<file path="config.mk">
export PLATFORM = sky130hd
export DESIGN_NAME = tbcc_device_flat
export DESIGN_NICKNAME = d
export VERILOG_FILES = /design/src/rtl/tbcc_pkg.sv /design/src/rtl/tbcc_if.sv /design/src/rtl/tbcc_device.sv /design/src/rtl/tbcc_lane_mask.sv /design/src/flat_wrapper.sv
export SDC_FILE = /design/constraint.sdc
export NUM_CORES = 1
export LEC_CHECK = 0
export BUFFER_PORTS_ARGS = -buffer_cell sky130_fd_sc_hd__buf_2
export CAP_MARGIN = 30
export CORE_ASPECT_RATIO = 2
export CORE_MARGIN = 5
export CORE_UTILIZATION = 55
export DETAILED_ROUTE_END_ITERATION = 8
export PLACE_DENSITY = 0.88
export SLEW_MARGIN = 25
export SYNTH_ARGS = -nofsm -noshare
export SYNTH_HDL_FRONTEND = slang
export SYNTH_SLANG_ARGS = --single-unit
export TNS_END_PERCENT = 1
</file>
<file path="constraint.sdc">
create_clock -name clock_i -period 3.7 [get_ports clock_i]
set_clock_uncertainty 0.05 [all_clocks]
set_input_delay 0 -clock clock_i [delete_from_list [all_inputs] [get_ports clock_i]]
set_output_delay 0 -clock clock_i [all_outputs]
set_load 0.1 [all_outputs]
</file>
<file path="src/rtl/tbcc_pkg.sv">
// Constants shared by both ends of the transmit buffer command checker
package tbcc_pkg;
   // ====================
   // First command word field positions
   localparam int unsigned IOC_BIT = 31;
   localparam int unsigned ALIGN_LO = 24;
   localparam int unsigned OFS_LO = 16;
   localparam int unsigned FIRST_BIT = 13;
   localparam int unsigned LAST_BIT = 12;
   localparam int unsigned SIZE_LO = 0;
   localparam int unsigned SIZE_W = 11;
   localparam int unsigned OFS_W = 5;
   localparam int unsigned PKT_LEN_W = 11;
   // Reserved bits 30:26, 23:21, 15:14 and 11
   localparam logic [31:0] CMDA_RSVD_MASK = 32'h7ce0_c800;

   // ====================
   // End alignment codes and their rounding masks in bytes
   typedef enum logic [1:0] {
      ALIGN_4 = 2'h0,
      ALIGN_16 = 2'h1,
      ALIGN_32 = 2'h2,
      ALIGN_RSVD = 2'h3
   } tbcc_align_e;
   localparam logic [11:0] ALIGN4_MASK = 12'h003;
   localparam logic [11:0] ALIGN16_MASK = 12'h00f;
   localparam logic [11:0] ALIGN32_MASK = 12'h01f;

   // ====================
   // Device parser states, one-bit steps from ST_CMD_A to ST_CMD_B to ST_BODY, two bits back to ST_CMD_A
   typedef enum logic [1:0] {
      ST_CMD_A = 2'h0,
      ST_CMD_B = 2'h1,
      ST_BODY = 2'h3
   } tbcc_state_e;

   // ====================
   // Controller registers, byte addresses on AXI4-Lite
   localparam logic [3:0] REG_CMDA = 4'h0;
   localparam logic [3:0] REG_WORD = 4'h4;
   localparam logic [3:0] REG_STATUS = 4'h8;
   localparam logic [3:0] REG_MASK = 4'hc;
   localparam int unsigned STAT_ERR = 0;
   localparam int unsigned STAT_DONE = 1;
   localparam int unsigned STAT_BUSY = 2;
   localparam logic [1:0] MASK_RST = 2'h0;
   localparam logic [1:0] RESP_OKAY = 2'h0;
   localparam logic [1:0] RESP_SLVERR = 2'h2;
endpackage

</file>
<file path="src/rtl/tbcc_if.sv">
// Word link between the command-writing controller and the checker
`timescale 1ns/1ps
interface tbcc_if;
   logic [31:0] word;
   logic word_valid;
   logic word_ready;
   logic tx_error_flag;
   logic buffer_loaded_flag;

   modport host (
      output word,
      output word_valid,
      input word_ready,
      input tx_error_flag,
      input buffer_loaded_flag
   );
   modport device (
      input word,
      input word_valid,
      output word_ready,
      output tx_error_flag,
      output buffer_loaded_flag
   );
endinterface

</file>
<file path="src/rtl/tbcc_device.sv">
// Checker end: parses command words, strips offset and padding, checks lengths
//
// Summary of operation
// Discard trailing padding words; code 10 is 32-byte
// Codes 00, 01 mean 4- and 16-byte alignment
// Host writes zero into reserved command bits
// Bits 20:16 give first valid byte offset
// Bit 13 marks a packet's opening buffer
// Bit 12 marks a packet's closing buffer
// Bits 10:0 give buffer byte count
// Byte count excludes offset and padding
// Running total checked against packet length
// Second word identical within packet, else error
// Bit 31 raises loaded flag after buffer
// Opening buffer clears total; closing buffer checks
//
// Local design decisions: the register addresses and the AXI4-Lite slave port.
`timescale 1ns/1ps
module tbcc_device (
   input wire logic clock_i,
   input wire logic sys_rst_i,
   tbcc_if.device link,
   output logic [31:0] out_data_o,
   output logic [3:0] out_be_o,
   output logic out_valid_o,
   output logic out_sop_o,
   output logic out_eop_o,
   input wire logic out_ready_i,
   output logic tx_error_flag_o,
   output logic buffer_loaded_flag_o
);
   // ====================
   // Declarations
   tbcc_pkg::tbcc_state_e state_ff;
   tbcc_pkg::tbcc_state_e nxt_state;
   logic [10:0] size_ff;
   logic [4:0] ofs_ff;
   logic first_ff;
   logic last_ff;
   logic ioc_ff;
   logic [31:0] cmdb_ref_ff;
   logic [10:0] pkt_len_ff;
   logic [15:0] total_ff;
   logic [9:0] idx_ff;
   logic [9:0] end_words_ff;
   logic [9:0] data_words_ff;
   logic sop_pend_ff;
   logic fin_ff;
   logic take;
   logic fin;
   logic cmdb_bad;
   logic [10:0] in_size;
   logic [4:0] in_ofs;
   logic [11:0] span;
   logic [11:0] amask;
   logic [11:0] rounded;
   logic [11:0] dw_round;
   logic [9:0] in_end_words;
   logic [9:0] in_data_words;
   logic [3:0] be;
   logic is_data;
   // ====================
   // Link handshake
   // Accept a word whenever the output stage can take it
   assign link.word_ready = !out_valid_o || out_ready_i;
   assign take = link.word_valid && link.word_ready;
   assign link.tx_error_flag = tx_error_flag_o;
   assign link.buffer_loaded_flag = buffer_loaded_flag_o;
   // ====================
   // First command word decode
   // Byte count and start offset of the incoming word
   assign in_size = link.word[tbcc_pkg::SIZE_LO +: tbcc_pkg::SIZE_W];
   assign in_ofs = link.word[tbcc_pkg::OFS_LO +: tbcc_pkg::OFS_W];
   assign span = {7'h00, in_ofs} + {1'b0, in_size};

   // Rounding mask from the end alignment code
   always_comb begin
      case (tbcc_pkg::tbcc_align_e'(link.word[tbcc_pkg::ALIGN_LO +: 2]))
         tbcc_pkg::ALIGN_4: amask = tbcc_pkg::ALIGN4_MASK;
         tbcc_pkg::ALIGN_16: amask = tbcc_pkg::ALIGN16_MASK;
         tbcc_pkg::ALIGN_32: amask = tbcc_pkg::ALIGN32_MASK;
         default: amask = tbcc_pkg::ALIGN4_MASK; // Reserved code taken as 4-byte
      endcase
   end

   // Words holding data, and words up to the aligned end
   assign dw_round = span + tbcc_pkg::ALIGN4_MASK;
   assign in_data_words = dw_round[11:2];
   assign rounded = (span + amask) & ~amask;
   assign in_end_words = rounded[11:2];
   // ====================
   // Buffer completion
   // Last word taken, or an empty buffer after its second word
   always_comb begin
      fin = 1'b0;
      if (take) begin
         if (state_ff == tbcc_pkg::ST_CMD_B) begin
            fin = (end_words_ff == 10'h000);
         end else if (state_ff == tbcc_pkg::ST_BODY) begin
            fin = (idx_ff == end_words_ff - 10'h001);
         end
      end
   end

   // Second word must match the one of the opening buffer
   assign cmdb_bad = take && (state_ff == tbcc_pkg::ST_CMD_B) && !first_ff
                     && (link.word != cmdb_ref_ff);
   // ====================
   // Parser state
   always_comb begin
      nxt_state = state_ff;
      case (state_ff)
         tbcc_pkg::ST_CMD_A: begin
            if (take) begin
               nxt_state = tbcc_pkg::ST_CMD_B;
            end
         end
         tbcc_pkg::ST_CMD_B: begin
            if (take) begin
               nxt_state = fin ? tbcc_pkg::ST_CMD_A : tbcc_pkg::ST_BODY;
            end
         end
         tbcc_pkg::ST_BODY: begin
            if (fin) begin
               nxt_state = tbcc_pkg::ST_CMD_A;
            end
         end
         default: nxt_state = tbcc_pkg::ST_CMD_A;
      endcase
   end

   always_ff @(posedge clock_i) begin
      if (sys_rst_i) begin
         state_ff <= tbcc_pkg::ST_CMD_A;
      end else begin
         state_ff <= nxt_state;
      end
   end
   // ====================
   // Captured first command word
   always_ff @(posedge clock_i) begin
      if (sys_rst_i) begin
         size_ff <= 11'h000;
         ofs_ff <= 5'h00;
         first_ff <= 1'b0;
         last_ff <= 1'b0;
         ioc_ff <= 1'b0;
         end_words_ff <= 10'h000;
         data_words_ff <= 10'h000;
      end else if (take && state_ff == tbcc_pkg::ST_CMD_A) begin
         size_ff <= in_size;
         ofs_ff <= in_ofs;
         first_ff <= link.word[tbcc_pkg::FIRST_BIT];
         last_ff <= link.word[tbcc_pkg::LAST_BIT];
         ioc_ff <= link.word[tbcc_pkg::IOC_BIT];
         end_words_ff <= in_end_words;
         data_words_ff <= in_data_words;
      end
   end
   // ====================
   // Second word reference and packet length
   always_ff @(posedge clock_i) begin
      if (sys_rst_i) begin
         cmdb_ref_ff <= 32'h0000_0000;
         pkt_len_ff <= 11'h000;
      end else if (take && state_ff == tbcc_pkg::ST_CMD_B) begin
         if (first_ff) begin
            cmdb_ref_ff <= link.word;
         end
         pkt_len_ff <= link.word[tbcc_pkg::SIZE_LO +: tbcc_pkg::PKT_LEN_W];
      end
   end
   // ====================
   // Running per-packet byte total
   always_ff @(posedge clock_i) begin
      if (sys_rst_i) begin
         total_ff <= 16'h0000;
      end else if (take && state_ff == tbcc_pkg::ST_CMD_B) begin
         if (first_ff) begin
            total_ff <= {5'h00, size_ff};
         end else begin
            total_ff <= total_ff + {5'h00, size_ff};
         end
      end
   end
   // ====================
   // Word index inside the buffer body
   always_ff @(posedge clock_i) begin
      if (sys_rst_i) begin
         idx_ff <= 10'h000;
      end else if (take && state_ff == tbcc_pkg::ST_CMD_B) begin
         idx_ff <= 10'h000;
      end else if (take && state_ff == tbcc_pkg::ST_BODY) begin
         idx_ff <= idx_ff + 10'h001;
      end
   end
   // ====================
   // Data forwarding with offset and padding removed
   tbcc_lane_mask u_lane_mask (
      .idx_i(idx_ff),
      .ofs_i(ofs_ff),
      .size_i(size_ff),
      .be_o(be)
   );

   // Padding words and fully skipped words are dropped
   assign is_data = take && (state_ff == tbcc_pkg::ST_BODY)
                    && (idx_ff < data_words_ff) && (be != 4'h0);

   // Packet start pending until the first forwarded word
   always_ff @(posedge clock_i) begin
      if (sys_rst_i) begin
         sop_pend_ff <= 1'b0;
      end else if (take && state_ff == tbcc_pkg::ST_CMD_B) begin
         sop_pend_ff <= first_ff;
      end else if (is_data) begin
         sop_pend_ff <= 1'b0;
      end
   end

   // Output stage, held until the sink takes it
   always_ff @(posedge clock_i) begin
      if (sys_rst_i) begin
         out_valid_o <= 1'b0;
         out_data_o <= 32'h0000_0000;
         out_be_o <= 4'h0;
         out_sop_o <= 1'b0;
         out_eop_o <= 1'b0;
      end else if (is_data) begin
         out_valid_o <= 1'b1;
         out_data_o <= link.word;
         out_be_o <= be;
         out_sop_o <= sop_pend_ff;
         out_eop_o <= last_ff && (idx_ff == data_words_ff - 10'h001);
      end else if (out_ready_i) begin
         out_valid_o <= 1'b0;
      end
   end
   // ====================
   // Completion flags
   // Check runs one cycle after the buffer's last word
   always_ff @(posedge clock_i) begin
      if (sys_rst_i) begin
         fin_ff <= 1'b0;
      end else begin
         fin_ff <= fin;
      end
   end

   // Loaded pulse when the buffer asked for it
   always_ff @(posedge clock_i) begin
      if (sys_rst_i) begin
         buffer_loaded_flag_o <= 1'b0;
      end else begin
         buffer_loaded_flag_o <= fin_ff && ioc_ff;
      end
   end

   // Error pulse on second word mismatch or length mismatch
   always_ff @(posedge clock_i) begin
      if (sys_rst_i) begin
         tx_error_flag_o <= 1'b0;
      end else begin
         tx_error_flag_o <= cmdb_bad
            || (fin_ff && last_ff && (total_ff != {5'h00, pkt_len_ff}));
      end
   end
endmodule

</file>
<file path="src/rtl/tbcc_lane_mask.sv">
// Byte lane enables of one buffer word from start offset and byte count
`timescale 1ns/1ps
module tbcc_lane_mask (
   input wire logic [9:0] idx_i,
   input wire logic [4:0] ofs_i,
   input wire logic [10:0] size_i,
   output logic [3:0] be_o
);
   logic [11:0] lo;
   logic [11:0] hi;

   // Valid byte window [offset, offset + size)
   assign lo = {7'h00, ofs_i};
   assign hi = lo + {1'b0, size_i};

   // One compare pair per lane
   for (genvar g = 0; g < 4; g++) begin : g_lane
      assign be_o[g] = ({idx_i, 2'(g)} >= lo) && ({idx_i, 2'(g)} < hi);
   end
endmodule

</file>
<file path="src/flat_wrapper.sv">
// flat-port wrapper written by rule: the top's interface ports become plain ports
module tbcc_device_flat 
  (clock_i, sys_rst_i, out_data_o, out_be_o, out_valid_o, out_sop_o, out_eop_o, out_ready_i, tx_error_flag_o, buffer_loaded_flag_o, link_word, link_word_valid, link_word_ready, link_tx_error_flag, link_buffer_loaded_flag);
  tbcc_if link_i ();
  input wire logic clock_i;
  input wire logic sys_rst_i;
  output logic [31:0] out_data_o;
  output logic [3:0] out_be_o;
  output logic out_valid_o;
  output logic out_sop_o;
  output logic out_eop_o;
  input wire logic out_ready_i;
  output logic tx_error_flag_o;
  output logic buffer_loaded_flag_o;
  input wire logic [$bits(link_i.word)-1:0] link_word;
  input wire logic [$bits(link_i.word_valid)-1:0] link_word_valid;
  output wire logic [$bits(link_i.word_ready)-1:0] link_word_ready;
  output wire logic [$bits(link_i.tx_error_flag)-1:0] link_tx_error_flag;
  output wire logic [$bits(link_i.buffer_loaded_flag)-1:0] link_buffer_loaded_flag;
  assign link_i.word = link_word;
  assign link_i.word_valid = link_word_valid;
  assign link_word_ready = link_i.word_ready;
  assign link_tx_error_flag = link_i.tx_error_flag;
  assign link_buffer_loaded_flag = link_i.buffer_loaded_flag;
  tbcc_device u_core (.clock_i(clock_i), .sys_rst_i(sys_rst_i), .link(link_i), .out_data_o(out_data_o), .out_be_o(out_be_o), .out_valid_o(out_valid_o), .out_sop_o(out_sop_o), .out_eop_o(out_eop_o), .out_ready_i(out_ready_i), .tx_error_flag_o(tx_error_flag_o), .buffer_loaded_flag_o(buffer_loaded_flag_o));
endmodule
</file>
Word level (Yosys, flattened, before mapping):

Cells that the tools add are included.

* output and inout bits: 44
* input port bits: 36
* flip-flop bits (word level): 153
* logic and storage cells: 93

* add/sub/neg operators: 8
* reductions and logical operators: 28
* equality and inequality tests: 11
* bitwise gates (word level): 2
* magnitude comparators: 9
* multiplexer cells: 14

Operator list (number)
* $ge 12x5->1: 4
* $lt 12x12->1: 4
* $ne 32x32->1: 1
* $add 5x11->12: 2
* $eq 10x10->1: 2
* $sub 10x1->10 const B: 2
* $add 16x11->16: 1
* $logic_and 1x1->1: 16
* $mux 16: 1
* $ne 16x11->1: 1
* $add 12x2->12 const B: 1
* $add 12x5->12: 1
* $and 12x12->12: 1
* $not 5->12: 1
* $add 10x1->10 const B: 1
* $logic_not 10->1: 1
* $lt 10x10->1: 1
* $pmux 5 s2: 1
* $mux 2: 4
* $mux 1: 7
* $ne 2x1->1 const B: 3
* $pmux 2 s3: 1
* $eq 2x1->1 const B: 2
* $eq 2x2->1 const B: 2
* other kinds (8): 11

Longest topological paths before layout:

Gate-level depths: netlist of run 1.

* word-level depth: 8
* gate-level depth with buffers: 21
* gate-level depth less buffers: 18

Hierarchy:

Synthesis of run 1 repeated with hierarchy kept, for this count alone.

* cell total of the unflattened synthesis: 1102
* area total of the unflattened synthesis: 8972.4 µm²

By module, submodules not included
* tbcc_device: area an instance 8192.9 µm², sequential area each 3062.9 µm², times used 1, cells an instance 995
* tbcc_lane_mask: area an instance 779.5 µm², sequential area each 0.0 µm², times used 1, cells an instance 107

Worst setup path after synthesis of run 1:

No wires, ideal clock.

* path type: reg-to-reg
* start point: register u_core.ofs_ff[1]
* end point: register u_core.out_eop_o
* required time: 3.527 ns
* buffers on the path: 3
* cell stages (with the launch flop): 20
* clock period less this slack: 3.877 ns
* library setup time: 0.123 ns
* data arrival time: 3.704 ns
* path slack: -0.177 ns
* path through: dfxtp_1 ha_1 a21o_1 a21oi_1 o21bai_1 a21oi_1 nor2_1 nand3_1 xor2_1 ha_1 a21o_1 a21o_1 a221o_1 a21oi_1 o211a_1 buf_2 or2_1 buf_2 buf_6 mux2_1

* word-level cells in the longest chain between the ends: 5
* elaborated cells on any way between the ends: 15
* those cells by class: add/sub (1); order compare (8); reduce/logical (6)

RTL lines
* from (decl): line tbcc_device.sv:37 `logic [4:0] ofs_ff;`
* from (signal assigned): line tbcc_device.sv:152 `ofs_ff <= in_ofs;`
* $add 5x11->12: line tbcc_lane_mask.sv:14 `assign hi = lo + {1'b0, size_i};`
* $lt 12x12->1: line tbcc_lane_mask.sv:18 `assign be_o[g] = ({idx_i, 2'(g)} >= lo) && ({idx_i, 2'(g)} < hi);`
* $logic_and 1x1->1: line tbcc_lane_mask.sv:18
* $reduce_bool 4->1 (*): line tbcc_device.sv:208 `&& (idx_ff < data_words_ff) && (be != 4'h0);`
* $logic_and 1x1->1 (*): line tbcc_device.sv:208
* to (signal assigned): line tbcc_device.sv:234 `out_eop_o <= last_ff && (idx_ff == data_words_ff - 10'h001);`
* to (decl): line tbcc_device.sv:27 `output logic out_eop_o,`

Mark *: on every way between the ends. The rest lies on a longest branch, timed or not.
A chain may end at the register's enable or synchronous reset.

Final worst setup path of run 1:

* start point: register u_core.ofs_ff[0]
* end point: register u_core.out_eop_o

The elaborated chain is that of the path after synthesis.

==> results.json, run 1 <==
{
  "hold_path_class": "input pin to register",
  "fill_cells": 1110,
  "place_congestion": 1.012,
  "start_util_pct": 55.78,
  "worst-path-buf-inv": 4,
  "seq_power_share_pct": 38.7,
  "cap_violations": 0,
  "worstSetupPathType": "register to register",
  "reg2regPathDepth": 19,
  "die_h_um": 191.7,
  "postRouteAntennaNets": 0,
  "cpLargestDelayFamily": "compound AO/OA/AOI/OAI gates",
  "cp.depth": 19,
  "hp-start": "link_word_valid",
  "via_count": 9438,
  "syn_area_um2": 9075,
  "grt_pass1_vias": 9261,
  "yosys_register_bits": 153,
  "root_buffer": "clkbuf_16",
  "violations": "setup timing",
  "setup_viol_count_final": 40,
  "drv_slew": 0,
  "finalHoldViolCount": 0,
  "remaining_drc_errors": 0,
  "power_per_cell_area_nw_per_um2": 420.1,
  "syn_nets": 1202,
  "wire_per_inst_um": 22.03,
  "reg2reg_from": "u_core.ofs_ff[0]",
  "synth_edf_count": 0,
  "synth_cell_types": 69,
  "diodes": 0,
  "rows": 66,
  "yosys_warnings": 0,
  "core-area_um2": 16270,
  "end_kind": "register",
  "critPathArrivalTime_ns": 4.13,
  "tightest_slew_ns": 0.9474,
  "regArea_um2": 3068,
  "numCtsBuffers": 17,
  "ios": 80,
  "holdWs_ns": 0.01741,
  "via_per_inst": 6.545,
  "antenna_found_initial": 0,
  "cts_buffer_depth": 2,
  "synth.largest_area_cell": "dfxtp_1",
  "syn_area_per_cell_um2": 8.183,
  "die_w_um": 100.8,
  "power_frac_clock_pct": 39.2,
  "leakagePower_nw": 4.583,
  "setup_slack_ns": -0.1567,
  "async_flop_share_pct": 0,
  "crit_path_start": "u_core.ofs_ff[0]",
  "critPathLaunchType": "register",
  "ys_seq_area_share_pct": 33.75,
  "outcome": "complete, but fails checks",
  "drt_wl_total_um": 31770,
  "nets": 1318,
  "syn_to_final_growth_pct": 22.16,
  "insertion_delay_ns": 0.43,
  "p_int_mw": 3.235,
  "crit_slowest_cell": "a221o_1",
  "ir_worst_vdd_uv": 429.6,
  "io_buffer_count": 79,
  "p_switching_mw": 1.422,
  "rsz0062_at_grt": "true",
  "synth_top_area_share_pct": 33.75,
  "crit_required_ns": 3.97,
  "rrSetupSlack_ns": -0.16,
  "multi_input_area_um2": 5767,
  "p_sw_share_pct": 30.54,
  "relSlewSlack_pct": 36.84,
  "netlist_instances": 1109,
  "dp_hpwl_um": 20380,
  "final_cell_mix": "nand2_1 (183), dfxtp_1 (149), a21oi_1 (104)",
  "synthTopCellsByArea": "dfxtp_1 (34%), nand2_1 (7.7%), ha_1 (7.4%)",
  "fin_crit_sh_pct": 104.2,
  "p_comb_share_pct": 22.1,
  "fmax_mhz": 259.3,
  "cts_tree": "built",
  "drive_above_1_share_pct": 20.44,
  "clock-sinks": 153,
  "layout_commonest_cell": "nand2_1",
  "max_stage_delay_ns": 0.40,
  "drt_iter0_markers": 928,
  "yosys_most_used_dff": "dfxtp_1",
  "critPathMaxFanout": 4,
  "r2r_end": "u_core.out_eop_o",
  "die_area_um2": 19330,
  "critPathCapture": "u_core.out_eop_o",
  "utilization_pct": 68.14,
  "grt_pass1_wl_um": 49020,
  "path_clk_slew_ns": 0.06,
  "overflow": 0,
  "min_period_ns": 3.857,
  "grt_usage_pct": 32.84,
  "drt_first_pass_iters": 6,
  "grt_max_degree": 85,
  "h-tree-depth": 4,
  "path_cells": "ha_4 -> inv_2 -> fa_2 -> inv_2 -> a21oi_2 -> o21bai_2 -> a21oi_2 -> nor2_2 -> nand2_1 -> xor2_1 -> ha_1 -> and4_1 -> a221o_1 -> buf_6 -> a21oi_4 -> o211a_4 -> or2_4 -> buf_6 -> mux2_4"
}
[through the flow]
| step | instance area (µm²) | total power [mW] | setup WS (ns) | setup TNS, ns | std cells |
|---|---|---|---|---|---|
| 6_report | 11090 | 4.657 | -0.1567 | -3.817 | 1442 |
| 2_1_floorplan | 9115 | 2.485 | -0.03455 | -0.03455 | 1109 |
| 5_1_grt | 11090 | 4.805 | -0.2891 | -9.844 | 1442 |
| 4_1_cts | 11010 | 4.598 | -0.04177 | -0.5459 | 1437 |
| 3_5_place_dp | 9788 | 2.748 | -0.1272 | -3.951 | 1358 |
| 3_3_place_gp | 9786 | 2.723 | -0.01023 | -0.1824 | 1358 |
[flip-flops by register name, indices dropped and copies added (netlist names), 2 cells and up]
register,flops
u_core.size_ff,11
u_core.out_data_o,32
u_core.out_be_o,4
u_core.pkt_len_ff,11
u_core.data_words_ff,10
u_core.cmdb_ref_ff,32
u_core.state_ff,2
u_core.end_words_ff,10
u_core.ofs_ff,5
u_core.idx_ff,10
u_core.total_ff,16
[layout make-up]
class | instances | share of cell area (%)
Clock buffer | 22 | 4.278
Tap cell | 204 | 2.302
Timing Repair Buffer | 168 | 11.25
Inverter | 35 | 1.185
Sequential cell | 153 | 27.68
Multi-Input combinational cell | 850 | 52.02
Clock inverter | 10 | 1.287
[metal layers]
layer / track usage [%] / wire length, µm / vias to the layer above
met3: 6.543 / 2226 / 205
met5: 0 / 0 / -
met1: 32.72 / 10350 / 4446
met4: 29.42 / 3210 / 0
met2: 56.04 / 15980 / 607
li1: - / - / 4180
[logic make-up after synthesis]
logic type,after synthesis,synth area share (%)
and+or+nand+nor,413,22.76
buffers and inverters,106,4.826
xor gates and xnor gates,106,10.23
adders and majority gates,57,8.107
DFF,153,33.75
muxes,5,0.5928
AOI/OAI and AO/OA,269,19.73
[worst register-to-register path, stage by stage (launching register included)]
cell	delay (ns)
dfxtp_2	0.35
ha_4	0.14
inv_2	0.04
fa_2	0.39
inv_2	0.06
a21oi_2	0.05
o21bai_2	0.17
a21oi_2	0.11
nor2_2	0.17
nand2_1	0.09
xor2_1	0.15
ha_1	0.32
and4_1	0.17
a221o_1	0.40
buf_6	0.14
a21oi_4	0.12
o211a_4	0.23
or2_4	0.18
buf_6	0.11
mux2_4	0.29
[worst min path at each step]
stage	end	depth (start not counted)
2_1_floorplan	u_core.ofs_ff[0]	2
3_3_place_gp	u_core.out_data_o[30]	2
3_5_place_dp	u_core.out_data_o[30]	2
4_1_cts	u_core.fin_ff	3
5_1_grt	u_core.fin_ff	3
6_report	u_core.fin_ff	3
[power groups by stage]
stage / logic (mW) / clock network, mW / registers, mW
3_5_place_dp: 0.921 / 0 / 1.83
5_1_grt: 1.11 / 1.90 / 1.80
3_3_place_gp: 0.898 / 0 / 1.82
2_1_floorplan: 0.643 / 0 / 1.84
6_report: 1.03 / 1.83 / 1.80
4_1_cts: 0.982 / 1.82 / 1.79
[synth_stat cells (29+ instances only)]
| library cell | instances |
|---|---|
| nand2_1 | 186 |
| dfxtp_1 | 153 |
| a21oi_1 | 109 |
| xor2_1 | 58 |
| ha_1 | 54 |
| clkbuf_1 | 53 |
| nor2_1 | 49 |
| xnor2_1 | 48 |
| inv_1 | 35 |
| nor4b_1 | 34 |
| a31o_2 | 33 |
| o21ai_0 | 33 |
| nor3_1 | 29 |
[what timing repair did]
action,4_1_cts,5_1_grt
pin swaps,17,17
endpoints found under the hold margin,97,0
gates cloned,3,0
endpoints found under the setup margin,40,40
buffers inserted,10,7
gates resized for setup,27,18
hold buffers,34,0
Note: power is estimated with default switching activity, not from simulation.
==> run 2: changes to the inputs <==
--- a/config.mk
+++ b/config.mk
@@ -5,13 +5,14 @@
 export SDC_FILE = /design/constraint.sdc
 export NUM_CORES = 1
 export LEC_CHECK = 0
+export ABC_AREA = 1
 export BUFFER_PORTS_ARGS = -buffer_cell sky130_fd_sc_hd__buf_2
 export CAP_MARGIN = 30
 export CORE_ASPECT_RATIO = 2
 export CORE_MARGIN = 5
 export CORE_UTILIZATION = 55
 export DETAILED_ROUTE_END_ITERATION = 8
-export PLACE_DENSITY = 0.88
+export PLACE_DENSITY = 0.85
 export SLEW_MARGIN = 25
 export SYNTH_ARGS = -nofsm -noshare
 export SYNTH_HDL_FRONTEND = slang
==> constraint.sdc (replaced) <==
create_clock -name clock_i -period 4.05 [get_ports clock_i]
set_clock_uncertainty 0.05 [all_clocks]
set_input_delay 0 -clock clock_i [delete_from_list [all_inputs] [get_ports clock_i]]
set_output_delay 0 -clock clock_i [all_outputs]
set_load 0.1 [all_outputs]
==> run 2 against run 1 <==
  * The run now ends clean
  * Count of clock-buffer cells in the layout down 2
  * Die area up 5.5%
  * Maximum frequency up 0.70%
  * Global-route usage decreased by 1.5 points
  * Final area decreased by 0.20%
  * First-iteration DRC count down 22%
  * Register-to-register slack gained 0.38 ns
  * Core utilization is 4.1 points lower
  * Critical path type unchanged
  * Critical endpoint is now u_core.out_data_o[16]
==> results.json, run 2 <==
{
  "outcome": "finished clean",
  "antenna_found_initial": 0,
  "fmax_mhz": 261.1,
  "power_per_cell_area_nw_per_um2": 394.5,
  "final_cells": 1702,
  "remaining_drc_errors": 0,
  "final_area_um2": 11060,
  "insertion_delay_ns": 0.44,
  "leakagePower_nw": 5.016,
  "final_cell_mix": "nand2_1 (293), nor2_1 (164), dfxtp_1 (153)",
  "reg2reg_from": "u_core.ofs_ff[0]",
  "syn_area_per_cell_um2": 6.943,
  "overflow": 0,
  "finalHoldViolCount": 0,
  "yosys_register_bits": 153,
  "ios": 80,
  "die_area_um2": 20390,
  "start_util_pct": 55.67,
  "syn_to_final_growth_pct": 15.06,
  "worstHoldPathCells": 5,
  "grt_pass1_vias": 9938,
  "synth_cell_types": 44,
  "hp-start": "link_word_valid",
  "relSlewSlack_pct": 35.39,
  "dp_hpwl_um": 22140,
  "syn_area_um2": 9615,
  "reg2regPathDepth": 21,
  "synth_edf_count": 0,
  "synth_top_area_share_pct": 31.85,
  "tightest_slew_ns": 0.9691,
  "ir_worst_vdd_uv": 341.0,
  "highest_layer": "met4",
  "async_flop_share_pct": 0,
  "placed_area_um2": 10120,
  "r2r_end": "u_core.out_data_o[16]",
  "h-tree-depth": 4,
  "worstSetupPathType": "register to register",
  "cts_buffer_depth": 2,
  "numCtsBuffers": 17,
  "die_h_um": 197.0,
  "drive_above_1_share_pct": 13.47,
  "drt_iter0_markers": 721,
  "nets": 1572,
  "placed_cells": 1637,
  "via_count": 9995,
  "place_congestion": 1.008,
  "root_buffer": "clkbuf_16",
  "setup_viol_count_final": 0,
  "rsz0062_at_grt": "false",
  "critPathMaxFanout": 41,
  "grt_usage_pct": 31.32,
  "clock-sinks": 153,
  "rows": 68,
  "hold_path_class": "input pin to register",
  "cap_violations": 0,
  "fill_cells": 1443,
  "critPathArrivalTime_ns": 4.14,
  "drt_first_pass_iters": 5,
  "min_to": "u_core.state_ff[1]",
  "diodes": 0,
  "yosys_warnings": 0,
  "postRouteAntennaNets": 0,
  "grt_pass1_wl_um": 49270,
  "die_w_um": 103.5,
  "critPathLaunchType": "register",
  "wl_met3_um": 1921,
  "min_period_ns": 3.830,
  "via_per_inst": 5.873,
  "ys_seq_area_share_pct": 31.85,
  "synth.largest_area_cell": "dfxtp_1",
  "crit_required_ns": 4.36,
  "drt_wl_total_um": 31360,
  "yosys-top-cells-count": "nand2_1 (293), nor2_1 (166), dfxtp_1 (153), inv_1 (145), a21oi_1 (112)",
  "synthTopCellsByArea": "dfxtp_1 (32%), nand2_1 (11%), ha_1 (7.0%)",
  "fin_setup_tns_ns": 0,
  "core-area_um2": 17270,
  "rrSetupSlack_ns": 0.22,
  "grt_max_degree": 69,
  "layout_commonest_cell": "nand2_1",
  "cts_tree": "built",
  "path_clk_slew_ns": 0.07,
  "syn_nets": 1478,
  "io_buffer_count": 79,
  "yosys_most_used_dff": "dfxtp_1",
  "yosysMostFrequentCell": "nand2_1",
  "wire_per_inst_um": 18.42,
  "route.met2.wl_um": 16110,
  "drv_slew": 0,
  "wl_met1_um": 10260,
  "netlist_instances": 1385,
  "top_regs": "u_core.cmdb_ref_ff (32), u_core.out_data_o (32), u_core.total_ff (16)",
  "fin_crit_sh_pct": 94.56,
  "cts_setup_buffers": 0,
  "end_kind": "register"
}
[run 2: repair_timing]
item,4_1_cts,5_1_grt
endpoints found under the hold margin,81,0
cloned,0,0
setup endpoints to repair,1,40
resized for setup,1,3
hold buffers,33,0
[run 2: area by class of cell]
cell class | count | area [µm²] | share of cell area (%)
sequential | 153 | 3063 | 27.69
clock buffer | 20 | 436.7 | 3.947
multi-input combinational | 1034 | 5720 | 51.71
inverter | 145 | 544.3 | 4.920
tap | 210 | 262.8 | 2.375
timing repair buffer | 128 | 870.8 | 7.872
clock inverter | 12 | 165.2 | 1.493
[run 2: how the worst max path moves through the flow]
stage	from	end	slack (ns)
final	u_core.ofs_ff[0]	u_core.out_data_o[16]	0.22
after detailed placement	u_core.size_ff[0]	u_core.out_data_o[25]	0.03
after global routing	u_core.size_ff[0]	u_core.out_data_o[16]	0.03
after global placement	u_core.ofs_ff[0]	u_core.out_eop_o	0.22
after floorplan	u_core.ofs_ff[0]	u_core.out_data_o[10]	0.62
after CTS	u_core.ofs_ff[0]	u_core.out_data_o[5]	0.13
[run 2: metal layers]
| layer | GRT usage (%) | up-vias |
|---|---|---|
| li1 | - | 4721 |
| met2 | 54.69 | 468 |
| met1 | 30.76 | 4626 |
| met5 | 0 | - |
| met4 | 26.13 | 0 |
| met3 | 5.384 | 180 |
[run 2: kinds of logic (layout without fill, tap and decap cells)]
group,Yosys count,count (layout),synth area share (%)
AND/OR/NAND/NOR,638,638,29.45
AO/OA/AOI/OAI,276,276,16.17
buffers and inverters,198,305,8.992
flip-flops,153,153,31.85
XOR/XNOR,63,63,5.882
adder cells (fa/ha/maj),57,57,7.651
[run 2: critical path, cell delays in order, from the launching register on]
cell	delay (ns)
dfxtp_1	0.38
ha_1	0.18
inv_1	0.05
fa_1	0.41
o21ai_1	0.22
nand2_1	0.10
a21oi_2	0.17
nand3_1	0.13
nor3_1	0.21
xor2_1	0.10
ha_1	0.28
nand2_1	0.06
nor2_1	0.16
and2_1	0.19
nand2_1	0.06
nand3_1	0.07
nor2_1	0.06
nor2_1	0.14
nand2_2	0.14
nand2_8	0.26
nand2_1	0.15
a21oi_2	0.16
[run 2: per-stage QoR]
| stage | worst slack (ns) | hold WS [ns] | utilization, % | total power [mW] |
|---|---|---|---|---|
| 6_report | 0.2201 | 0.03734 | 64.05 | 4.364 |
| 5_1_grt | 0.02588 | 0.07310 | 64.05 | 4.544 |
| 4_1_cts | 0.1340 | 0.02499 | 64.02 | 4.338 |
| 3_5_place_dp | 0.02534 | 0.2381 | 58.57 | 2.661 |
| 3_3_place_gp | 0.2201 | 0.2205 | 58.57 | 2.637 |
| 2_1_floorplan | 0.6242 | 0.08490 | - | 2.420 |
[run 2: power by group]
| part | leakage (nW) | switching, mW | internal, mW |
|---|---|---|---|
| combinational | 3.48 | 0.672 | 0.345 |
| clock | 0.287 | 0.699 | 0.979 |
| sequential | 1.24 | 0.0859 | 1.58 |
| total | 5.02 | 1.46 | 2.91 |
==> run 3: changes to the inputs <==
--- a/config.mk
+++ b/config.mk
@@ -9,7 +9,6 @@
 export BUFFER_PORTS_ARGS = -buffer_cell sky130_fd_sc_hd__buf_2
 export CAP_MARGIN = 30
 export CORE_ASPECT_RATIO = 2
-export CORE_MARGIN = 5
 export CORE_UTILIZATION = 55
 export DETAILED_ROUTE_END_ITERATION = 8
 export PLACE_DENSITY = 0.85
==> run 3 against run 2 <==
  * Flip-flop and latch count unchanged
  * Via count decreased by 0.59%
  * Critical endpoint is now u_core.out_data_o[10]
  * Largest cell class unchanged
  * Wire length shrank 1.6%
  * Non-clock buffer count decreased by 4
  * Critical path type unchanged
  * Core utilization increased by 0.27 points
==> results.json, run 3 (synthesis results as in run 2) <==
{
  "drive_above_1_share_pct": 13.51,
  "io_buffer_count": 79,
  "p_sw_share_pct": 33.58,
  "reg2regPathDepth": 22,
  "p_int_mw": 2.889,
  "clock-sinks": 153,
  "grt_max_degree": 73,
  "die_w_um": 95.50,
  "fin_crit_sh_pct": 94.09,
  "cts_setup_buffers": 0,
  "final_cell_mix": "nand2_1 (293), nor2_1 (163), dfxtp_1 (153)",
  "root_buffer": "clkbuf_16",
  "die_area_um2": 18050,
  "hold_path_class": "input pin to register",
  "die_h_um": 189.0,
  "finalHoldViolCount": 0,
  "crit_required_ns": 4.36,
  "drt_iter0_markers": 699,
  "fmax_mhz": 262.4,
  "insertion_delay_ns": 0.43,
  "min_to": "u_core.idx_ff[1]",
  "layout_commonest_cell": "nand2_1",
  "wire_per_inst_um": 18.17,
  "grt_usage_pct": 35.33,
  "final_cells": 1698,
  "critPathArrivalTime_ns": 4.12,
  "rrSetupSlack_ns": 0.24,
  "drt_wl_total_um": 30850,
  "cts_buffer_depth": 2,
  "power_per_cell_area_nw_per_um2": 393.4,
  "via_per_inst": 5.852,
  "rows": 68,
  "dp_hpwl_um": 21550,
  "critPathMaxFanout": 28,
  "p_comb_share_pct": 23.9,
  "drv_slew": 0,
  "cap_violations": 0,
  "drt_first_pass_iters": 6,
  "nets": 1568,
  "r2r_end": "u_core.out_data_o[10]",
  "via_count": 9936,
  "p_switching_mw": 1.461,
  "seq_power_share_pct": 38.4,
  "relSlewSlack_pct": 38.60,
  "cts_tree": "built",
  "ios": 80,
  "power_frac_clock_pct": 37.6,
  "ir_worst_vdd_uv": 372.5,
  "diodes": 0,
  "start_util_pct": 55.95,
  "leakagePower_nw": 5.027,
  "outcome": "finished clean",
  "hp-start": "link_word_valid",
  "total_power_mw": 4.349,
  "overflow": 0,
  "syn_to_final_growth_pct": 14.96,
  "placed_cells": 1632,
  "reg2reg_from": "u_core.ofs_ff[0]",
  "antenna_found_initial": 0,
  "worstSetupPathType": "register to register",
  "top_regs": "u_core.cmdb_ref_ff (32), u_core.out_data_o (32), u_core.total_ff (16)",
  "critPathLaunchType": "register",
  "remaining_drc_errors": 0,
  "numCtsBuffers": 17,
  "path_clk_slew_ns": 0.06,
  "grt_pass1_vias": 9788,
  "setup_viol_count_final": 0,
  "end_kind": "register",
  "grt_pass1_wl_um": 48520,
  "utilization_pct": 64.32,
  "tightest_slew_ns": 0.9200,
  "worstHoldPathCells": 5,
  "postRouteAntennaNets": 0,
  "h-tree-depth": 4,
  "min_period_ns": 3.811,
  "core-area_um2": 17190,
  "place_congestion": 1.052
}
-- run 3: cell count changes in the layout (fill, tap and decap cells not counted), moves of 2 or more --
cell and delta:
buf_4 -6, clkbuf_1 -2, clkbuf_8 +2, clkinv_2 +2, clkinvlp_4 -2, nand2_4 +2
-- run 3: metal layers --
metal / GRT usage, % / wire (µm) / up-vias
met4: 28.65 / 2970 / 0
met5: 0 / 0 / -
met3: 6.145 / 1892 / 182
met1: 35.62 / 10320 / 4555
li1: - / - / 4720
met2: 61.43 / 15670 / 479
-- run 3: area by class of cell --
type,instances,area (µm²)
clock buffer,20,456.7
clock inverter,12,138.9
fill,1448,6132
inverter,145,544.3
multi-input combinational,1034,5723
sequential,153,3063
tap,210,262.8
timing repair buffer,124,865.8
-- run 3: through the flow --
stage	hold WS (ns)	worst slack [ns]	area [µm²]	TNS, ns
after floorplan	0.08490	0.6242	9615	0
after global routing	0.03051	-0.04000	11050	-0.3055
final	0.01064	0.2392	11050	0
after detailed placement	0.2283	0.2367	10090	0
after global placement	0.2185	0.3583	10070	0
after CTS	0.005077	0.2040	11010	0
-- run 3: how the worst max path moves through the flow --
stage	start	endpoint	slack [ns]	cells past startpoint
floorplan	u_core.ofs_ff[0]	u_core.out_data_o[10]	0.62	22
global placement	u_core.ofs_ff[0]	u_core.out_data_o[23]	0.36	20
detailed placement	u_core.ofs_ff[0]	u_core.out_data_o[26]	0.24	20
CTS	u_core.ofs_ff[0]	u_core.out_data_o[26]	0.20	21
global route	u_core.ofs_ff[0]	u_core.out_data_o[29]	-0.04	22
finish	u_core.ofs_ff[0]	u_core.out_data_o[10]	0.24	22
-- run 3: power by group through the flow --
stage	sequential, mW	clock (mW)	combinational [mW]
after detailed placement	1.70	0	0.960
after CTS	1.67	1.64	0.993
after floorplan	1.69	0	0.727
after global routing	1.68	1.70	1.15
final	1.67	1.64	1.04
after global placement	1.70	0	0.932
-- run 3: critical path, cell delays in order (launching register included) --
cell and delay [ns]:
dfxtp_1 0.37, ha_1 0.19, inv_1 0.06, fa_1 0.42, o21ai_2 0.19, nand2_1 0.08, a21oi_2 0.16, nand3_1 0.13
nor3_1 0.22, xor2_1 0.11, ha_1 0.28, nand2_1 0.07, nor2_2 0.15, and2_1 0.18, nand2_1 0.06, nand3_1 0.08
nor2_1 0.06, nor2_1 0.19, nand2_4 0.15, nand2_4 0.10, buf_12 0.17, nand2_1 0.11, a21oi_2 0.13
-- run 3: what timing repair did --
item                                    CTS  global route
gates resized for setup                   0             6
hold buffers                             33             0
hold endpoints to repair                 81             0
endpoints found under the setup margin    0            40
